## src/logic/stam_consts.vh

```
// constants of the torque-arrival status monitor: object indices, bits, modes
// assumes nothing; included by bare name from the design files
`ifndef STAM_CONSTS_VH
`define STAM_CONSTS_VH
// ************************************************
// object indices and sub-indices
// ************************************************
`define STAM_IDX_ARRIVAL 16'h2015
`define STAM_SUB_REF 8'h11
`define STAM_SUB_SET 8'h12
`define STAM_SUB_CLR 8'h13
`define STAM_IDX_FAULT 16'h603f
`define STAM_IDX_CMD 16'h6040
`define STAM_IDX_STATUS 16'h6041
`define STAM_IDX_MODE 16'h6061
`define STAM_IDX_VEL 16'h606c
`define STAM_IDX_TQDEM 16'h6074
`define STAM_IDX_TQMEAS 16'h6077
`define STAM_IDX_SPDCEIL 16'h607f
// ************************************************
// status word bits and reset values
// ************************************************
`define STAM_BIT_TQ_REACHED 10
`define STAM_BIT_FOLLOW 12
`define STAM_BIT_HOMED 15
`define STAM_STATUS_RESET 16'h0000
`define STAM_WORD16_RESET 16'h0000
`define STAM_WORD32_RESET 32'h0000_0000
// ************************************************
// operating modes
// ************************************************
`define STAM_MODE_PP 8'h01
`define STAM_MODE_CST 8'h0a
// ************************************************
// timing: position loop period in ns and its cycle count at 25 MHz
// ************************************************
`define STAM_CLK_PERIOD_NS 40
`define STAM_PLOOP_NS 250000
`define STAM_PLOOP_CYCLES (`STAM_PLOOP_NS / `STAM_CLK_PERIOD_NS)
`define STAM_PLOOP_LAST 14'd6249
`endif

```

## src/logic/stam_hyst.v

```verilog
// hysteresis comparator for the torque-arrival flag
// assumes signed 0.1 % torque inputs, thresholds unsigned 0..3000
`timescale 1ns/100ps
`default_nettype none
module stam_hyst (
  input wire clk_sys_i,
  input wire resetn_i,
  input wire signed [15:0] torque_i,
  input wire [15:0] ref_i,
  input wire [15:0] set_thr_i,
  input wire [15:0] clr_thr_i,
  output reg reached_o
);
  // ************************************************
  // difference magnitude
  // ************************************************
  wire signed [17:0] diff; // torque minus reference
  wire [17:0] diff_abs; // magnitude of difference
  assign diff = {{2{torque_i[15]}}, torque_i} - $signed({2'b00, ref_i});
  assign diff_abs = diff[17] ? (~diff + 18'h00001) : diff;
  // ************************************************
  // flag update with hold band
  // ************************************************
  always @(posedge clk_sys_i) begin
    if (!resetn_i) begin
      reached_o <= 1'b0;
    end else if (diff_abs > {2'b00, set_thr_i}) begin
      reached_o <= 1'b1;
    end else if (diff_abs < {2'b00, clr_thr_i}) begin
      reached_o <= 1'b0;
    end
    // otherwise hold previous state
  end
endmodule
`default_nettype wire

```

## src/logic/stam_top.v

```verilog
// status monitor of a servo drive: torque arrival, status word, speed limit,
// cyclic feedback, profile-position target discard on mode change
// assumes a synchronous object access port driven by the fieldbus slave logic
// Contract
// - status bit 10 shows torque reached
// - status bit 12 shows following master
// - status bit 15 shows homing complete
// - difference above set threshold sets flag
// - difference below clear threshold clears flag
// - cyclic torque speed limit is minimum
// - cyclic torque mode publishes feedback objects
// - leaving position mode drops pending targets
// - drive plans trajectory from profile values; this block only hands the pending target out on pp_target_o
`timescale 1ns/100ps
`default_nettype none
`include "stam_consts.vh"
module stam_top (
  input wire clk_sys_i,
  input wire resetn_i,
  input wire obj_wr_i,
  input wire obj_rd_i,
  input wire [15:0] obj_index_i,
  input wire [7:0] obj_sub_i,
  input wire [31:0] obj_wdata_i,
  output reg [31:0] obj_rdata_o,
  output reg obj_rvalid_o,
  output reg obj_err_o,
  input wire [7:0] mode_i,
  input wire [15:0] fault_i,
  input wire signed [31:0] velocity_i,
  input wire signed [15:0] torque_demand_i,
  input wire signed [15:0] torque_meas_i,
  input wire [31:0] motor_max_speed_i,
  input wire following_i,
  input wire homed_i,
  input wire pp_target_load_i,
  input wire [31:0] pp_target_i,
  input wire pp_target_take_i,
  output reg pp_target_valid_o,
  output reg [31:0] pp_target_o,
  output wire ploop_tick_o,
  output reg [31:0] speed_limit_o,
  output reg speed_limit_en_o,
  output wire torque_reached_output_o,
  output reg [15:0] status_word_o,
  output reg cyc_valid_o,
  output reg [15:0] cyc_command_o,
  output reg [15:0] cyc_fault_o,
  output reg [15:0] cyc_status_o,
  output reg [7:0] cyc_mode_o,
  output reg [31:0] cyc_velocity_o,
  output reg [15:0] cyc_tq_demand_o,
  output reg [15:0] cyc_tq_meas_o
);
  // ************************************************
  // writable objects and internal state
  // ************************************************
  reg [15:0] torque_arrival_reference; // arrival reference, 0.1 %
  reg [15:0] torque_arrival_set_threshold; // set level
  reg [15:0] torque_arrival_clear_threshold; // clear level
  reg [15:0] command_word; // master command word
  reg [31:0] speed_ceiling; // configured maximum speed
  reg [7:0] mode_prev; // mode of last cycle
  reg [13:0] ploop_cnt; // position-loop divider
  wire reached; // hysteresis flag
  wire in_cst; // cyclic torque active
  wire left_pp; // position mode just left
  wire is_arr; // arrival object index hit
  assign in_cst = (mode_i == `STAM_MODE_CST);
  assign left_pp = (mode_prev == `STAM_MODE_PP) && (mode_i != `STAM_MODE_PP);
  assign is_arr = (obj_index_i == `STAM_IDX_ARRIVAL);
  assign torque_reached_output_o = reached;
  assign ploop_tick_o = (ploop_cnt == 14'd0);
  // ************************************************
  // torque arrival comparator
  // ************************************************
  stam_hyst u_hyst (
    .clk_sys_i(clk_sys_i),
    .resetn_i(resetn_i),
    .torque_i(torque_meas_i),
    .ref_i(torque_arrival_reference),
    .set_thr_i(torque_arrival_set_threshold),
    .clr_thr_i(torque_arrival_clear_threshold),
    .reached_o(reached)
  );
  // ************************************************
  // object writes
  // ************************************************
  always @(posedge clk_sys_i) begin
    if (!resetn_i) begin
      torque_arrival_reference <= `STAM_WORD16_RESET;
      torque_arrival_set_threshold <= `STAM_WORD16_RESET;
      torque_arrival_clear_threshold <= `STAM_WORD16_RESET;
      command_word <= `STAM_WORD16_RESET;
      speed_ceiling <= `STAM_WORD32_RESET;
    end else if (obj_wr_i) begin
      // unknown or read-only objects ignore writes
      if (is_arr && obj_sub_i == `STAM_SUB_REF) begin
        torque_arrival_reference <= obj_wdata_i[15:0];
      end
      if (is_arr && obj_sub_i == `STAM_SUB_SET) begin
        torque_arrival_set_threshold <= obj_wdata_i[15:0];
      end
      if (is_arr && obj_sub_i == `STAM_SUB_CLR) begin
        torque_arrival_clear_threshold <= obj_wdata_i[15:0];
      end
      if (obj_index_i == `STAM_IDX_CMD) begin
        command_word <= obj_wdata_i[15:0];
      end
      if (obj_index_i == `STAM_IDX_SPDCEIL) begin
        speed_ceiling <= obj_wdata_i;
      end
    end
  end
  // ************************************************
  // status word, speed limit, cyclic feedback
  // ************************************************
  always @(posedge clk_sys_i) begin
    if (!resetn_i) begin
      status_word_o <= `STAM_STATUS_RESET;
      speed_limit_o <= `STAM_WORD32_RESET;
      speed_limit_en_o <= 1'b0;
      cyc_valid_o <= 1'b0;
      cyc_command_o <= `STAM_WORD16_RESET;
      cyc_fault_o <= `STAM_WORD16_RESET;
      cyc_status_o <= `STAM_WORD16_RESET;
      cyc_mode_o <= 8'h00;
      cyc_velocity_o <= `STAM_WORD32_RESET;
      cyc_tq_demand_o <= `STAM_WORD16_RESET;
      cyc_tq_meas_o <= `STAM_WORD16_RESET;
      mode_prev <= 8'h00;
    end else begin
      mode_prev <= mode_i;
      status_word_o <= `STAM_STATUS_RESET;
      status_word_o[`STAM_BIT_TQ_REACHED] <= reached;
      status_word_o[`STAM_BIT_FOLLOW] <= following_i;
      status_word_o[`STAM_BIT_HOMED] <= homed_i;
      // smaller of configured and motor maximum
      speed_limit_o <= (speed_ceiling < motor_max_speed_i) ? speed_ceiling : motor_max_speed_i;
      speed_limit_en_o <= in_cst;
      // feedback snapshot each clock while in cyclic torque
      cyc_valid_o <= in_cst;
      if (in_cst) begin
        cyc_command_o <= command_word;
        cyc_fault_o <= fault_i;
        cyc_status_o <= status_word_o;
        cyc_mode_o <= mode_i;
        cyc_velocity_o <= velocity_i;
        cyc_tq_demand_o <= torque_demand_i;
        cyc_tq_meas_o <= torque_meas_i;
      end
    end
  end
  // ************************************************
  // position-loop tick divider (250 us)
  // ************************************************
  always @(posedge clk_sys_i) begin
    if (!resetn_i) begin
      ploop_cnt <= 14'd0;
    end else if (ploop_cnt == `STAM_PLOOP_LAST) begin
      ploop_cnt <= 14'd0;
    end else begin
      ploop_cnt <= ploop_cnt + 14'd1;
    end
  end
  // ************************************************
  // pending position target, handed to the planner
  // ************************************************
  always @(posedge clk_sys_i) begin
    if (!resetn_i) begin
      pp_target_valid_o <= 1'b0;
      pp_target_o <= `STAM_WORD32_RESET;
    end else if (left_pp || mode_i != `STAM_MODE_PP) begin
      pp_target_valid_o <= 1'b0;
    end else if (pp_target_load_i) begin
      // planner builds the trajectory from this target
      pp_target_valid_o <= 1'b1;
      pp_target_o <= pp_target_i;
    end else if (pp_target_take_i) begin
      pp_target_valid_o <= 1'b0;
    end
  end
  // ************************************************
  // object reads, one cycle latency
  // ************************************************
  always @(posedge clk_sys_i) begin
    if (!resetn_i) begin
      obj_rdata_o <= `STAM_WORD32_RESET;
      obj_rvalid_o <= 1'b0;
      obj_err_o <= 1'b0;
    end else begin
      obj_rvalid_o <= obj_rd_i;
      obj_err_o <= 1'b0;
      obj_rdata_o <= `STAM_WORD32_RESET;
      if (obj_rd_i) begin
        case (obj_index_i)
          `STAM_IDX_ARRIVAL: begin
            if (obj_sub_i == `STAM_SUB_REF) begin
              obj_rdata_o <= {16'h0000, torque_arrival_reference};
            end else if (obj_sub_i == `STAM_SUB_SET) begin
              obj_rdata_o <= {16'h0000, torque_arrival_set_threshold};
            end else if (obj_sub_i == `STAM_SUB_CLR) begin
              obj_rdata_o <= {16'h0000, torque_arrival_clear_threshold};
            end else begin
              obj_err_o <= 1'b1;
            end
          end
          `STAM_IDX_FAULT: obj_rdata_o <= {16'h0000, fault_i};
          `STAM_IDX_CMD: obj_rdata_o <= {16'h0000, command_word};
          `STAM_IDX_STATUS: obj_rdata_o <= {16'h0000, status_word_o};
          `STAM_IDX_MODE: obj_rdata_o <= {24'h000000, mode_i};
          `STAM_IDX_VEL: obj_rdata_o <= velocity_i;
          `STAM_IDX_TQDEM: obj_rdata_o <= {{16{torque_demand_i[15]}}, torque_demand_i};
          `STAM_IDX_TQMEAS: obj_rdata_o <= {{16{torque_meas_i[15]}}, torque_meas_i};
          `STAM_IDX_SPDCEIL: obj_rdata_o <= speed_ceiling;
          default: obj_err_o <= 1'b1;
        endcase
      end
    end
  end
endmodule
`default_nettype wire

```

## config.mk

```make
export PLATFORM = sky130hd
export DESIGN_NAME = stam_top
export DESIGN_NICKNAME = d
export VERILOG_FILES = /design/src/logic/stam_hyst.v /design/src/logic/stam_top.v
export VERILOG_INCLUDE_DIRS = /design/src /design/src/logic
export SDC_FILE = /design/constraint.sdc
export NUM_CORES = 1
export LEC_CHECK = 0
export ABC_AREA = 1
export BUFFER_PORTS_ARGS = -buffer_cell sky130_fd_sc_hd__buf_2
export CAP_MARGIN = 20
export CORE_UTILIZATION = 53
export CTS_CLUSTER_DIAMETER = 60
export DETAILED_ROUTE_END_ITERATION = 16
export HOLD_SLACK_MARGIN = 0.06
export MAX_ROUTING_LAYER = met4
export PLACE_DENSITY = 0.84
export REMOVE_ABC_BUFFERS = 1
export SYNTH_ARGS = -nofsm -noshare
export SYNTH_HDL_FRONTEND = slang
export SYNTH_HIERARCHICAL = 1
export SYNTH_SLANG_ARGS = --single-unit
export TNS_END_PERCENT = 20
```

## constraint.sdc

```tcl
create_clock -name clk_sys_i -period 4.55 [get_ports clk_sys_i]
set_clock_uncertainty 0.15 [all_clocks]
set_input_delay 0.6825 -clock clk_sys_i [delete_from_list [all_inputs] [get_ports clk_sys_i]]
set_output_delay 0.6825 -clock clk_sys_i [all_outputs]
set_load 0.01 [all_outputs]
```

==> impl_metrics.prom <==
# TYPE chip_impl_metric gauge
chip_impl_metric{name="detailedRoute.firstPassIterationCount",unit=""} 5
chip_impl_info{name="worstPathCellList",value="ha_1, fa_1, ha_1, inv_1, a21oi_1, nand3_1, nor2_4, nand2_2, nor2_2, nand3_2, nand2_1, xor2_1, inv_1, ha_1, nand2_1, nor3_1, o21ai_0, a21oi_1, a21oi_1, nand3_1, nand2_1, inv_1"} 1
chip_impl_metric{name="critPathMaxFanout",unit=""} 3
chip_impl_metric{name="detail_route.drc_violations",unit=""} 0
chip_impl_metric{name="final_util",unit="%"} 65.70
chip_impl_metric{name="totalWireLength",unit="mm"} 62.17
chip_impl_info{name="layout.cells.most_common_list",value="437 x sky130_fd_sc_hd__nor2_1, 427 x sky130_fd_sc_hd__buf_2, 360 x sky130_fd_sc_hd__nand2_1"} 1
chip_impl_info{name="cts_tree",value="built"} 1
chip_impl_metric{name="synth_cells",unit=""} 2479
chip_impl_metric{name="stdcell_area",unit="um^2"} 20360
chip_impl_metric{name="register_area_share_after_synthesis",unit="%"} 38.05
chip_impl_metric{name="netlist-cell-type-count",unit=""} 48
chip_impl_metric{name="initial_core_util",unit="%"} 54.50
chip_impl_info{name="regToRegStartpoint",value="torque_arrival_reference[0]"} 1
chip_impl_metric{name="rows",unit=""} 64
chip_impl_info{name="hold_path_sink",value="status_word_o[15]"} 1
chip_impl_info{name="synth-main-ff-cell",value="sky130_fd_sc_hd__dfxtp_1"} 1
chip_impl_metric{name="via_per_inst",unit=""} 5.513
chip_impl_metric{name="total_power_per_unit_cell_area",unit="nW/um^2"} 316.0
chip_impl_metric{name="finalWorstPathRequiredPeriod",unit="ns"} 3.853
chip_impl_metric{name="detailedRoute.firstIterationViolations",unit=""} 1687
chip_impl_metric{name="number_of_sinks_on_the_clock_net",unit=""} 321
chip_impl_metric{name="grt_pass1_wl",unit="mm"} 93.80
chip_impl_info{name="setup_repair_after_global_routing_missed_its_margin",value="no"} 1
chip_impl_info{name="holdCritPathClass",value="input pin to flop"} 1
chip_impl_metric{name="die_y",unit="um"} 180.5
chip_impl_metric{name="gp_routability_congestion",unit=""} 1.024
chip_impl_metric{name="area_delta_synth_final",unit="%"} 20.55
chip_impl_metric{name="maxCapViolCount",unit=""} 0
chip_impl_metric{name="fmaxAchievable",unit="MHz"} 259.5
chip_impl_metric{name="critPathArrivalTime",unit="ns"} 4.16
chip_impl_metric{name="dieArea",unit="um^2"} 32590
chip_impl_info{name="most_common_cell_after_layout_fill_and_taps_aside",value="sky130_fd_sc_hd__nor2_1"} 1
chip_impl_metric{name="edff_count_synth",unit=""} 0
chip_impl_metric{name="tritoncts.num_buffers",unit=""} 36
chip_impl_metric{name="post-dp-hpwl",unit="mm"} 46.93
chip_impl_metric{name="io_buffers",unit=""} 428
chip_impl_metric{name="rrSetupSlack",unit="ns"} 0.70
chip_impl_metric{name="num-fill-cells",unit=""} 2813
chip_impl_metric{name="routedWlPerCell",unit="um"} 18.87
chip_impl_metric{name="clk_latency",unit="ns"} 0.53
chip_impl_metric{name="multi_input_gate_area_in_the_final_layout",unit="um^2"} 8617
chip_impl_metric{name="die_width",unit="um"} 180.5
chip_impl_metric{name="fraction_of_registers_with_async_set_reset",unit="%"} 0
chip_impl_metric{name="cts_hold_repair.buffers",unit=""} 0
chip_impl_metric{name="r2r_cells",unit=""} 22
chip_impl_metric{name="synth-warning-count",unit=""} 6
chip_impl_metric{name="layout_setup_ws",unit="ns"} 0.6965
chip_impl_metric{name="dp_worst_setup_slack",unit="ns"} 0.2309
chip_impl_metric{name="grtUsageTotal",unit="%"} 37.95
chip_impl_info{name="clock_tree.root_cell",value="sky130_fd_sc_hd__clkbuf_16"} 1
chip_impl_metric{name="finalPower",unit="uW"} 6434
chip_impl_metric{name="design.portCount",unit=""} 455
chip_impl_metric{name="clock_path_buffers",unit=""} 3
chip_impl_metric{name="nets",unit=""} 3152
chip_impl_metric{name="postSynthAreaPerCell",unit="um^2"} 6.813
chip_impl_metric{name="clk_transition_reported_paths",unit="ns"} 0.06
chip_impl_info{name="critPathLaunchType",value="flop"} 1
chip_impl_metric{name="count_of_nets_left_with_antenna_violations_after_detail_routing",unit=""} 0
chip_impl_info{name="holdCritStartpoint",value="homed_i"} 1
chip_impl_metric{name="grt_start_max_net_pins",unit=""} 171
chip_impl_metric{name="grt_antenna_before_repair",unit=""} 25
chip_impl_metric{name="cts.repair_timing.setup_buffer_count",unit=""} 0
chip_impl_metric{name="power.ir.vdd_worst",unit="uV"} 241.1
chip_impl_metric{name="vias_in_the_first_global_route",unit=""} 17110
chip_impl_info{name="timing.critical_path.slowest_stage_cell",value="sky130_fd_sc_hd__fa_1"} 1
chip_impl_metric{name="rel_slew_slack",unit="%"} 30.70
chip_impl_metric{name="timing_max_transition_violations_final",unit=""} 0
chip_impl_metric{name="layout_worst_path_cycle_share",unit="%"} 84.69
chip_impl_metric{name="leakage_dissipation",unit="uW"} 0.01052
chip_impl_info{name="result_of_the_run",value="finished clean"} 1
chip_impl_info{name="worst_path_dominant_cell_family",value="adder cells"} 1
chip_impl_metric{name="floorplan.core_area",unit="um^2"} 30990
chip_impl_metric{name="register_area",unit="um^2"} 6426
chip_impl_metric{name="max_slew.worst_pin.slew",unit="ns"} 1.033
chip_impl_metric{name="setup_tns",unit="ns"} 0
chip_impl_metric{name="synth.cell_area",unit="um^2"} 16890
chip_impl_info{name="critical_path.reg2reg.endpoint",value="u_hyst/reached_o"} 1
chip_impl_metric{name="placed_cell_area",unit="um^2"} 19080
chip_impl_metric{name="setup_viol",unit=""} 0
chip_impl_metric{name="cts.htree.levels",unit=""} 2
chip_impl_metric{name="hold_depth",unit=""} 3
chip_impl_info{name="criticalPathCategory",value="flop to flop"} 1
chip_impl_metric{name="critical_path_buf_inv_count",unit=""} 3
chip_impl_metric{name="post_cts_sizing_count",unit=""} 0
chip_impl_metric{name="vias",unit=""} 18170
chip_impl_metric{name="cp.required",unit="ns"} 4.85
chip_impl_metric{name="globalRouteOverflowTotal",unit=""} 0
chip_impl_metric{name="cpPeakStageDelay",unit="ns"} 0.60
chip_impl_metric{name="ys_seq_elements",unit=""} 321
chip_impl_metric{name="hold_violations",unit=""} 0
chip_impl_info{name="critPathCaptureType",value="flop"} 1
chip_impl_metric{name="final_layout_size_suffix_gt1_share",unit="%"} 20.40
state kept, by name, indices dropped and copies added, names as in the netlist, 3 cells and up:
register / count
command_word: 16
speed_limit_o: 32
cyc_fault_o: 16
torque_arrival_set_threshold: 16
speed_ceiling: 32
cyc_tq_meas_o: 16
cyc_mode_o: 8
torque_arrival_clear_threshold: 16
pp_target_o: 32
status_word_o: 3
obj_rdata_o: 32
torque_arrival_reference: 16
cyc_velocity_o: 32
cyc_status_o: 3
ploop_cnt: 14
cyc_tq_demand_o: 16
cyc_command_o: 16
area by class of cell:
| cell class | instances | share of cell area [%] |
|---|---|---|
| multi-input combinational | 1710 | 42.32 |
| antenna | 26 | 0.3195 |
| tap | 396 | 2.433 |
| timing repair buffer | 443 | 11.23 |
| clock inverter | 8 | 0.7743 |
| sequential | 321 | 31.56 |
| clock buffer | 51 | 5.094 |
| inverter | 340 | 6.268 |
worst min-delay path, delay by kind of cell:
family | cells | cell delay (ns)
buf+inv | 2 | 0.11
simple gates | 1 | 0.04
how the worst max path moves through the flow:
stage	cells after the start	from	slack (ns)	end
2_1_floorplan	5	mode_i[7]	-0.87	cyc_fault_o[0]
3_3_place_gp	28	torque_meas_i[0]	0.26	u_hyst/reached_o
3_5_place_dp	28	torque_meas_i[0]	0.23	u_hyst/reached_o
4_1_cts	26	torque_arrival_reference[0]	0.74	u_hyst/reached_o
5_1_grt	28	torque_meas_i[0]	0.29	u_hyst/reached_o
6_report	22	torque_arrival_reference[0]	0.70	u_hyst/reached_o
report_power, final:
group | switching (uW) | internal, uW
Sequential | 9.15 | 2820
Clock | 1170 | 1810
Combinational | 406 | 218
synth_stat cells, types with 18 or more instances:
cell type                    n  share of area [%]
sky130_fd_sc_hd__nor2_2     20               0.74
sky130_fd_sc_hd__buf_2      22               0.65
sky130_fd_sc_hd__dfxtp_1   321                 38
sky130_fd_sc_hd__clkbuf_1   70                1.6
sky130_fd_sc_hd__nor3_1     75                2.2
sky130_fd_sc_hd__nand2_1   361                8.0
sky130_fd_sc_hd__nand3_1   135                4.0
sky130_fd_sc_hd__o21ai_0   244                7.2
sky130_fd_sc_hd__o21ai_1    22               0.65
sky130_fd_sc_hd__nand2_2    18               0.67
sky130_fd_sc_hd__nor2_1    437                9.7
sky130_fd_sc_hd__buf_4      32                1.4
sky130_fd_sc_hd__nand4_1    19               0.70
sky130_fd_sc_hd__a21oi_1   173                5.1
sky130_fd_sc_hd__inv_1     325                7.2
sky130_fd_sc_hd__ha_1       83                6.1
metrics by stage:
step,instances,hold slack (ns)
2_1_floorplan,2371,0.2938
3_3_place_gp,3209,0.2681
3_5_place_dp,3209,0.2723
4_1_cts,3268,0.1839
5_1_grt,3294,0.2017
6_report,3295,0.1841
kinds of logic (layout without fill, tap and decap cells):
family / Yosys count / count (layout) / synth area share [%]
AO/OA/AOI/OAI: 467 / 467 / 14.17
XOR/XNOR: 17 / 17 / 0.8815
adder cells (fa/ha/maj): 84 / 84 / 6.267
buffers and inverters: 473 / 842 / 11.56
flip-flops: 321 / 321 / 38.05
other: 1 / 52 / 0.02220
AND/OR/NAND/NOR: 1116 / 1116 / 29.05
per-layer routing:
layer	share of wire (%)	up-vias	routed length (um)	GRT usage, %
met5	0	-	0	-
met3	8.2	182	5127	7.357
met4	5.8	0	3575	20.10
met1	39	8441	23950	43.72
met2	47	884	29520	62.47
li1	-	8659	-	-
Power figures use the tool's default switching activity.
